**config.mk**
```make
export PLATFORM = sky130hd
export DESIGN_NAME = vcs_sequencer
export DESIGN_NICKNAME = d
export VERILOG_FILES = /design/src/vcs_pkg.sv /design/src/vcs_sequencer.sv
export SDC_FILE = /design/constraint.sdc
export NUM_CORES = 1
export LEC_CHECK = 0
export ABC_CLOCK_PERIOD_IN_PS = 4000
export BUFFER_PORTS_ARGS = -buffer_cell sky130_fd_sc_hd__buf_4
export CORE_ASPECT_RATIO = 0.6
export CORE_MARGIN = 3
export CORE_UTILIZATION = 45
export CTS_CLUSTER_SIZE = 40
export DETAILED_ROUTE_END_ITERATION = 7
export PLACE_DENSITY = 0.7
export SLEW_MARGIN = 20
export SYNTH_ARGS = -nofsm -noshare
export SYNTH_HDL_FRONTEND = slang
export SYNTH_SLANG_ARGS = --single-unit
```
**constraint.sdc**
```tcl
create_clock -name clk -period 4 [get_ports clk]
set_input_delay 0 -clock clk [delete_from_list [all_inputs] [get_ports clk]]
set_output_delay 0 -clock clk [all_outputs]
set_load 0.01 [all_outputs]
```
**src/vcs_pkg.sv**
```systemverilog
// Purpose: Shared constants and types for the VCO calibration sequencer
// Assumes: Byte-wide register port, 10-bit register address
// Notes:   Offsets are ten-bit register addresses
`default_nettype none
package vcs_pkg;
	localparam logic [9:0] OFS_CAL_CTRL   = 10'h018;
	localparam logic [9:0] OFS_ZD_SEL     = 10'h01E;
	localparam logic [9:0] OFS_STATUS     = 10'h01F;
	localparam logic [9:0] OFS_VCO_DIV    = 10'h1E0;
	localparam logic [9:0] OFS_UPDATE     = 10'h232;
	localparam int         BIT_CAL_START  = 0;
	localparam int         POS_CAL_DIV    = 1;
	localparam int         POS_ZD_MODE    = 1;
	localparam int         POS_ZD_FBSEL   = 3;
	localparam int         BIT_CAL_DONE   = 6;
	localparam int         BIT_UPDATE     = 0;
	localparam logic [7:0] RST_CAL_CTRL   = 8'h06;
	localparam logic [7:0] RST_ZD_SEL     = 8'h00;
	localparam logic [7:0] RST_VCO_DIV    = 8'h00;
	localparam logic [1:0] ZD_INTERNAL    = 2'h1;
	localparam logic [1:0] ZD_EXTERNAL    = 2'h3;
	localparam int         CAL_CYCLES     = 4400;
	localparam logic [12:0] CAL_LAST      = 13'(CAL_CYCLES - 1);
	localparam logic [9:0] R_DIV_RESET    = 10'h001;

	typedef struct packed {
		logic       wr;
		logic       rd;
		logic [9:0] addr;
		logic [7:0] wdata;
	} vcs_reg_req_t;

	typedef struct packed {
		logic       sync_hold;
		logic       tune_en;
		logic       loop_closed;
		logic [1:0] fb_source;
		logic       ext_fb;
		logic       n_from_ch;
	} vcs_pll_ctl_t;

	typedef enum logic [4:0] {
		ST_IDLE  = 5'b00001,
		ST_SYNC  = 5'b00010,
		ST_TUNE  = 5'b00100,
		ST_REL   = 5'b01000,
		ST_CLOSE = 5'b10000
	} vcs_state_t;
endpackage
`default_nettype wire

```
**src/vcs_sequencer.sv**
```systemverilog
// Purpose: VCO calibration sequencer with zero-delay feedback selection
// Assumes: Register port writes are synchronous to clk; ref clock is a pin
// Notes:   Shadow registers become active only on the update bit
`timescale 1ns/100ps
`default_nettype none

// Summary of operation
// - Sequencer steps on divided reference clock
// - Autoload request calibrates after power-up load
// - Update bit moves shadow into active
// - Read-only done flag after sequence finishes
// - Sync, tune, release sync, close loop
// - Outputs resume without waiting for lock
// - Two-bit divider scales phase detector rate
// - Calibration lasts 4400 calibration clock cycles
// - No calibration on divider register changes
// - Mode 01 feeds channel 0 to N
// - Other channels need external mode plus select
// - Zero delay aligns edges, R/N delays
// - Mode 11 takes feedback from clock pins
// - Feedback select defaults to channel 0
module vcs_sequencer (
	input  wire logic                   clk,
	input  wire logic                   nrst,
	input  wire logic                   reference_input_clock,
	input  wire logic [9:0]             r_divide,
	input  wire logic                   autoload_cal_req,
	input  wire vcs_pkg::vcs_reg_req_t  reg_req,
	output logic [7:0]                  reg_rdata,
	output vcs_pkg::vcs_pll_ctl_t       pll_ctl,
	output logic                        cal_done,
	output logic                        cal_busy
);
	import vcs_pkg::*;

	function automatic logic hit(input logic [9:0] a, input logic [9:0] o);
		hit = (a == o);
	endfunction

	vcs_state_t  state;
	logic [7:0]  sh_cal_ctrl;
	logic [7:0]  sh_zd_sel;
	logic [7:0]  sh_vco_div;
	logic [7:0]  act_cal_ctrl;
	logic [7:0]  act_zd_sel;
	logic [7:0]  act_vco_div;
	logic        start_prev;
	logic        auto_pend;
	logic [2:0]  ref_sync;
	logic        ref_level;
	logic        ref_rise;
	logic [9:0]  r_cnt;
	logic [9:0]  r_ratio;
	logic        r_wrap;
	logic        pfd_tick;
	logic [3:0]  cdiv_cnt;
	logic [3:0]  cdiv_last;
	logic        cal_tick;
	logic [12:0] cal_cnt;
	logic        io_update;
	logic        start_edge;
	logic [1:0]  zd_mode;

	assign io_update = reg_req.wr && hit(reg_req.addr, OFS_UPDATE)
		&& reg_req.wdata[BIT_UPDATE];
	assign zd_mode = act_zd_sel[POS_ZD_MODE +: 2];

	// Shadow registers take host writes
	always_ff @(posedge clk or negedge nrst) begin
		if (!nrst) begin
			sh_cal_ctrl <= RST_CAL_CTRL;
			sh_zd_sel   <= RST_ZD_SEL;
			sh_vco_div  <= RST_VCO_DIV;
		end else if (reg_req.wr) begin
			if (hit(reg_req.addr, OFS_CAL_CTRL)) begin
				sh_cal_ctrl <= reg_req.wdata;
			end
			if (hit(reg_req.addr, OFS_ZD_SEL)) begin
				sh_zd_sel <= reg_req.wdata;
			end
			if (hit(reg_req.addr, OFS_VCO_DIV)) begin
				sh_vco_div <= reg_req.wdata;
			end
		end
	end

	// Active copies change only on the update strobe
	always_ff @(posedge clk or negedge nrst) begin
		if (!nrst) begin
			act_cal_ctrl <= RST_CAL_CTRL;
			act_zd_sel   <= RST_ZD_SEL;
			act_vco_div  <= RST_VCO_DIV;
		end else if (io_update) begin
			act_cal_ctrl <= sh_cal_ctrl;
			act_zd_sel   <= sh_zd_sel;
			act_vco_div  <= sh_vco_div;
		end
	end

	// Start fires on a 0-to-1 of the active bit only, so a
	// stuck-high bit needs the clear/update dance to rearm
	always_ff @(posedge clk or negedge nrst) begin
		if (!nrst) begin
			start_prev <= 1'b0;
		end else begin
			start_prev <= act_cal_ctrl[BIT_CAL_START];
		end
	end
	assign start_edge = act_cal_ctrl[BIT_CAL_START] && !start_prev;

	// Autoload request held until the sequencer can take it
	always_ff @(posedge clk or negedge nrst) begin
		if (!nrst) begin
			auto_pend <= 1'b0;
		end else if (autoload_cal_req) begin
			auto_pend <= 1'b1;
		end else if (state == ST_IDLE) begin
			auto_pend <= 1'b0;
		end
	end

	// Reference pin synchroniser; 2nd and 3rd stages compared
	always_ff @(posedge clk or negedge nrst) begin
		if (!nrst) begin
			ref_sync <= 3'h0;
		end else begin
			ref_sync <= {ref_sync[1:0], reference_input_clock};
		end
	end

	always_ff @(posedge clk or negedge nrst) begin
		if (!nrst) begin
			ref_level <= 1'b0;
		end else if (ref_sync[1] == ref_sync[2]) begin
			ref_level <= ref_sync[2];
		end
	end
	assign ref_rise = (ref_sync[1] == ref_sync[2]) && ref_sync[2] && !ref_level;

	// R counter gives the phase detector rate from the reference;
	// a zero setting divides by one rather than stalling the count
	assign r_ratio = (r_divide == 10'h000) ? R_DIV_RESET : r_divide;
	assign r_wrap  = (r_cnt + 10'h001) >= r_ratio;

	always_ff @(posedge clk or negedge nrst) begin
		if (!nrst) begin
			r_cnt <= 10'h000;
		end else if (ref_rise) begin
			if (r_wrap) begin
				r_cnt <= 10'h000;
			end else begin
				r_cnt <= r_cnt + 10'h001;
			end
		end
	end
	assign pfd_tick = ref_rise && r_wrap;

	// Calibration divider: 2, 4, 8 or 16
	assign cdiv_last = 4'((5'h02 << act_cal_ctrl[POS_CAL_DIV +: 2]) - 5'h01);

	always_ff @(posedge clk or negedge nrst) begin
		if (!nrst) begin
			cdiv_cnt <= 4'h0;
		end else if (pfd_tick) begin
			cdiv_cnt <= (cdiv_cnt >= cdiv_last) ? 4'h0 : cdiv_cnt + 4'h1;
		end
	end
	assign cal_tick = pfd_tick && (cdiv_cnt >= cdiv_last);

	// Sequencer; only host start or autoload launch it
	always_ff @(posedge clk or negedge nrst) begin
		if (!nrst) begin
			state <= ST_IDLE;
		end else begin
			case (state)
				ST_IDLE: begin
					if (start_edge || auto_pend) begin
						state <= ST_SYNC;
					end
				end
				ST_SYNC:  if (cal_tick) state <= ST_TUNE;
				ST_TUNE:  if (cal_tick && cal_cnt == CAL_LAST) state <= ST_REL;
				ST_REL:   state <= ST_CLOSE;
				ST_CLOSE: state <= ST_IDLE;
				default:  state <= ST_IDLE;
			endcase
		end
	end

	// Cycle count advances only in the tune state; cleared in idle
	always_ff @(posedge clk or negedge nrst) begin
		if (!nrst) begin
			cal_cnt <= 13'h0000;
		end else if (state == ST_IDLE) begin
			cal_cnt <= 13'h0000;
		end else if (cal_tick && state == ST_TUNE) begin
			cal_cnt <= cal_cnt + 13'h0001;
		end
	end

	// Done cleared at launch, set on the same edge the loop closes
	always_ff @(posedge clk or negedge nrst) begin
		if (!nrst) begin
			cal_done <= 1'b0;
		end else if (state == ST_IDLE && (start_edge || auto_pend)) begin
			cal_done <= 1'b0;
		end else if (state == ST_CLOSE) begin
			cal_done <= 1'b1;
		end
	end

	assign cal_busy = (state != ST_IDLE);

	// Loop stays open until the cycle after sync release; no wait for lock
	always_ff @(posedge clk or negedge nrst) begin
		if (!nrst) begin
			pll_ctl <= '0;
		end else begin
			pll_ctl.sync_hold   <= (state == ST_SYNC) || (state == ST_TUNE);
			pll_ctl.tune_en     <= (state == ST_TUNE);
			pll_ctl.loop_closed <= (state == ST_IDLE) || (state == ST_CLOSE);
			pll_ctl.fb_source   <= (zd_mode == ZD_EXTERNAL)
				? act_zd_sel[POS_ZD_FBSEL +: 2] : 2'h0;
			pll_ctl.ext_fb      <= (zd_mode == ZD_EXTERNAL);
			pll_ctl.n_from_ch   <= (zd_mode == ZD_INTERNAL)
				|| (zd_mode == ZD_EXTERNAL);
		end
	end

	// Readback returns the shadow for writable registers
	always_ff @(posedge clk or negedge nrst) begin
		if (!nrst) begin
			reg_rdata <= 8'h00;
		end else if (reg_req.rd) begin
			case (reg_req.addr)
				OFS_CAL_CTRL: reg_rdata <= sh_cal_ctrl;
				OFS_ZD_SEL:   reg_rdata <= sh_zd_sel;
				OFS_STATUS:   reg_rdata <= {1'b0, cal_done, 6'h00};
				OFS_VCO_DIV:  reg_rdata <= sh_vco_div;
				default:      reg_rdata <= 8'h00;
			endcase
		end
	end

	// Sequence order and length
	AST_TUNE_AFTER_SYNC: assert property (
		@(posedge clk) disable iff (!nrst)
		(state == ST_SYNC && cal_tick) |=> state == ST_TUNE)
		else $error("tune did not follow sync");
	AST_LAUNCH: assert property (
		@(posedge clk) disable iff (!nrst)
		(state == ST_IDLE && (start_edge || auto_pend))
		|=> state == ST_SYNC && !cal_done)
		else $error("launch did not enter sync with done low");
	AST_DONE_LOW_BUSY: assert property (
		@(posedge clk) disable iff (!nrst)
		(state == ST_TUNE) |-> !cal_done)
		else $error("done high during calibration");
	AST_TUNE_LEN: assert property (
		@(posedge clk) disable iff (!nrst)
		(state == ST_REL) |-> cal_cnt == 13'(CAL_CYCLES))
		else $error("tuning did not last the full tick count");
	AST_TUNE_BOUND: assert property (
		@(posedge clk) disable iff (!nrst)
		(state == ST_TUNE) |-> cal_cnt <= CAL_LAST)
		else $error("calibration exceeded cycle count");
	AST_COUNT_ON_TICK: assert property (
		@(posedge clk) disable iff (!nrst)
		(state == ST_TUNE && !cal_tick) |=> $stable(cal_cnt))
		else $error("tuning count moved without a calibration tick");
	AST_DONE_SETS: assert property (
		@(posedge clk) disable iff (!nrst)
		(state == ST_CLOSE) |=> cal_done ##0 state == ST_IDLE)
		else $error("done not set at end");
	AST_NO_SELF_START: assert property (
		@(posedge clk) disable iff (!nrst)
		(state == ST_IDLE && !start_edge && !auto_pend)
		|=> state == ST_IDLE)
		else $error("calibration started unrequested");

	// Register update path
	AST_UPDATE_XFER: assert property (
		@(posedge clk) disable iff (!nrst)
		io_update |=> act_cal_ctrl == $past(sh_cal_ctrl)
		&& act_zd_sel == $past(sh_zd_sel)
		&& act_vco_div == $past(sh_vco_div))
		else $error("update did not transfer");
	AST_HOLD_NO_UPDATE: assert property (
		@(posedge clk) disable iff (!nrst)
		!io_update |=> $stable(act_cal_ctrl))
		else $error("active control changed without update");

	// Output hold, release and feedback routing
	AST_SYNC_HELD: assert property (
		@(posedge clk) disable iff (!nrst)
		(state == ST_TUNE) |=> pll_ctl.sync_hold)
		else $error("sync not held while tuning");
	AST_RELEASE: assert property (
		@(posedge clk) disable iff (!nrst)
		(state == ST_REL) |=> !pll_ctl.sync_hold ##1 pll_ctl.loop_closed)
		else $error("outputs not released");
	AST_ZD_INT: assert property (
		@(posedge clk) disable iff (!nrst)
		(zd_mode == ZD_INTERNAL) |=> pll_ctl.n_from_ch
		&& pll_ctl.fb_source == 2'h0 && !pll_ctl.ext_fb)
		else $error("internal zero delay routing wrong");
	AST_ZD_EXT: assert property (
		@(posedge clk) disable iff (!nrst)
		(zd_mode == ZD_EXTERNAL) |=> pll_ctl.ext_fb && pll_ctl.n_from_ch)
		else $error("external zero delay routing wrong");
endmodule // vcs_sequencer
`default_nettype wire

```
==> results.ini <==
[status]
status=finished, final reports clean

[synthesis]
seq_area_frac_synth=0.509
synth-xor-area-share=0.0209
yosysWarnings=0
ys_seq_elements=85
synth_compound_area_frac=0.118
synthCells=389
synthTopCellsByArea=dfrtp_1, mux2_2, ha_1, dfstp_2, nand2_1
syn_avg_cell_area_um2=10.8
netlist_area_um2=4190
syn-num-nets=440
ys_types=53
ys.flop_type=dfrtp_1
synth-async-reset-ratio=1.00
synthSimpleGateAreaFrac=0.167
synth_adder_area_share=0.0508
synth_mux_area_frac=0.0977
synth_edf_count=0
synth_top_family_by_area=simple AND/OR/NAND/NOR gates
yosys.area.top_type=dfrtp_1
synth_top_area_frac=0.478

[floorplanning]
rows=26
die_x_um=131
dieArea_um2=10500
die_h_um=80.7
core_um2=8780
initial_core_util=0.477
ios=51

[cells_and_area]
area_growth_pct=22.3
final_nets=503
antenna_cells=0
drive_above_1_share=0.247
final_cell_mix=dfrtp_1, buf_4, nand2_1, mux2_2, inv_1
final_common_cell=dfrtp_1
fin_cells=569

[timing]
finalCritPeriodShare=0.855
rsz0062_at_grt=no
timing.fmax_mhz=292
hold_viol=0
setup_ws_ns=0.578
relSlewSlack=0.452
setup_viol=0
maxSlewViolCount=0
tightest_slew_ns=0.819
fin_tns_setup_ns=0
fin_crit_ns=3.42
finClkSkew_ns=0.00779

[grt]
grt_antenna_before_repair=0
overflow=0
grt_usage=0.181
grt_pass1_vias=3042
grt_util_met1=0.268
grt_max_degree=86
grt_busiest_layer=met1
grt_pass1_wl_um=14900
use_met2=0.259
grt_use_met3=0.0539

[power]
powerDensity_nw_per_um2=479
ir_worst_vdd_mv=0.272
power_w=0.00246
p_leak_nw=2.43

[worst_setup_path]
cp.arrival_ns=3.68
required_ns=4.26
start_kind=flop
endpoint_kind=flop
critPathKind=flop to flop
critPathMaxFanout=11

[placement]
dp_hpwl_um=6230
place_congestion=0.795
numPortBuffers=50
place_ws_ns=0.501
dpl.cell_count=540

[clock_network]
cts.repair.resized=0
clock_path_buffers=2
cts_sinks=85
cts_htree_levels=3
clk_pin_slew_ns=0.06
holdBufCountCts=12
cts_tree=done
clock_latency_ns=0.34
clk_root_buffer_cell=clkbuf_16
cts_buffers=9
postCtsSetupBuffers=0

[route]
vias=3240
route.detailed.drc=0
via_per_inst=5.69
drt_pre_antenna_iters=6
drt-total-wl_um=8890
wl_per_cell_um=15.6
ant_nets=0
drt_iter0_drc=286

[run]
maxCapViolCount=0

[hold_path]
hp-class=primary input to flop

per-layer routing:
metal | share of wire | vias up
met3 | 0.058 | 8
met1 | 0.49 | 1601
met4 | 0.0082 | 0
met5 | 0 | -
met2 | 0.44 | 80
li1 | - | 1551
worst max-delay path, stage by stage (launching register included):
cell	delay (ns)
dfrtp_1	0.42
ha_1	0.25
and3_1	0.21
nand3_1	0.17
nor2_1	0.17
xor2_1	0.23
ha_1	0.18
nand4_1	0.10
o31ai_1	0.45
o211ai_1	0.27
buf_4	0.26
or4_1	0.47
a21oi_1	0.15
sequential cells by signal, summed over array words and instances (netlist names), 4 cells and up:
name,cells
cdiv_cnt,4
state,5
act_zd_sel,4
cal_cnt,13
pll_ctl,7
r_cnt,10
sh_zd_sel,8
reg_rdata,8
sh_cal_ctrl,8
sh_vco_div,8
cell families after synthesis:
group	after synthesis
mux	37
compound gates	76
xor+xnor	10
flops	85
fa+ha+maj	17
simple gates	124
buf+inv	40
area by class of cell:
type	count	area (um^2)
timing repair buffer	65	522
multi-input combinational	264	1900
tap	112	140
sequential	85	2130
clock buffer	10	229
inverter	27	101
clock inverter	6	93.8
fill	743	3660
stage by stage:
step / cell area (um^2) / util / hold slack, ns
after floorplan: 4190 / - / -0.296
after global placement: 4670 / 0.532 / 0.111
after detailed placement: 4670 / 0.532 / 0.114
after CTS: 5110 / 0.582 / 0.103
after global routing: 5120 / 0.583 / 0.127
final: 5120 / 0.583 / 0.112
final timing paths:
| path | from | endpoint | slack [ns] | cells past startpoint |
|---|---|---|---|---|
| min in group asynchronous | nrst | sh_vco_div[5] | 0.26 | 2 |
| hold reg to reg | ref_sync[0] | ref_sync[1] | 0.35 | 0 |
| setup reg to reg | r_cnt[0] | cal_cnt[10] | 0.58 | 12 |
| max in group asynchronous | nrst | cal_cnt[7] | 3.20 | 2 |
| hold / removal | reg_req[17] | act_cal_ctrl[2] | 0.11 | 5 |
| setup / recovery | r_cnt[0] | cal_cnt[10] | 0.58 | 12 |
where the power goes:
| group | leakage [nW] | internal [W] | total [W] | switching [W] |
|---|---|---|---|---|
| clock | 0.154 | 0.000552 | 0.000889 | 0.000337 |
| sequential | 1.14 | 0.000951 | 0.00105 | 0.0000950 |
| combinational | 1.13 | 0.000218 | 0.000520 | 0.000302 |
| total | 2.43 | 0.00172 | 0.00246 | 0.000734 |
cell usage after synthesis (3+ instances only):
library cell,number
nand2_1,35
and3_1,7
ha_1,17
nand4_1,6
nand2b_1,7
o22ai_1,8
xnor2_1,5
nand3_1,16
nor4_1,3
o21ai_0,18
o31ai_1,12
or4_1,8
nor3_1,8
a222oi_1,7
a21oi_1,18
inv_1,27
mux2i_1,6
mux2_2,31
dfrtp_1,80
dfstp_2,5
xor2_1,5
nor2_1,13
clkbuf_1,11
Power figures use the tool's default switching activity.
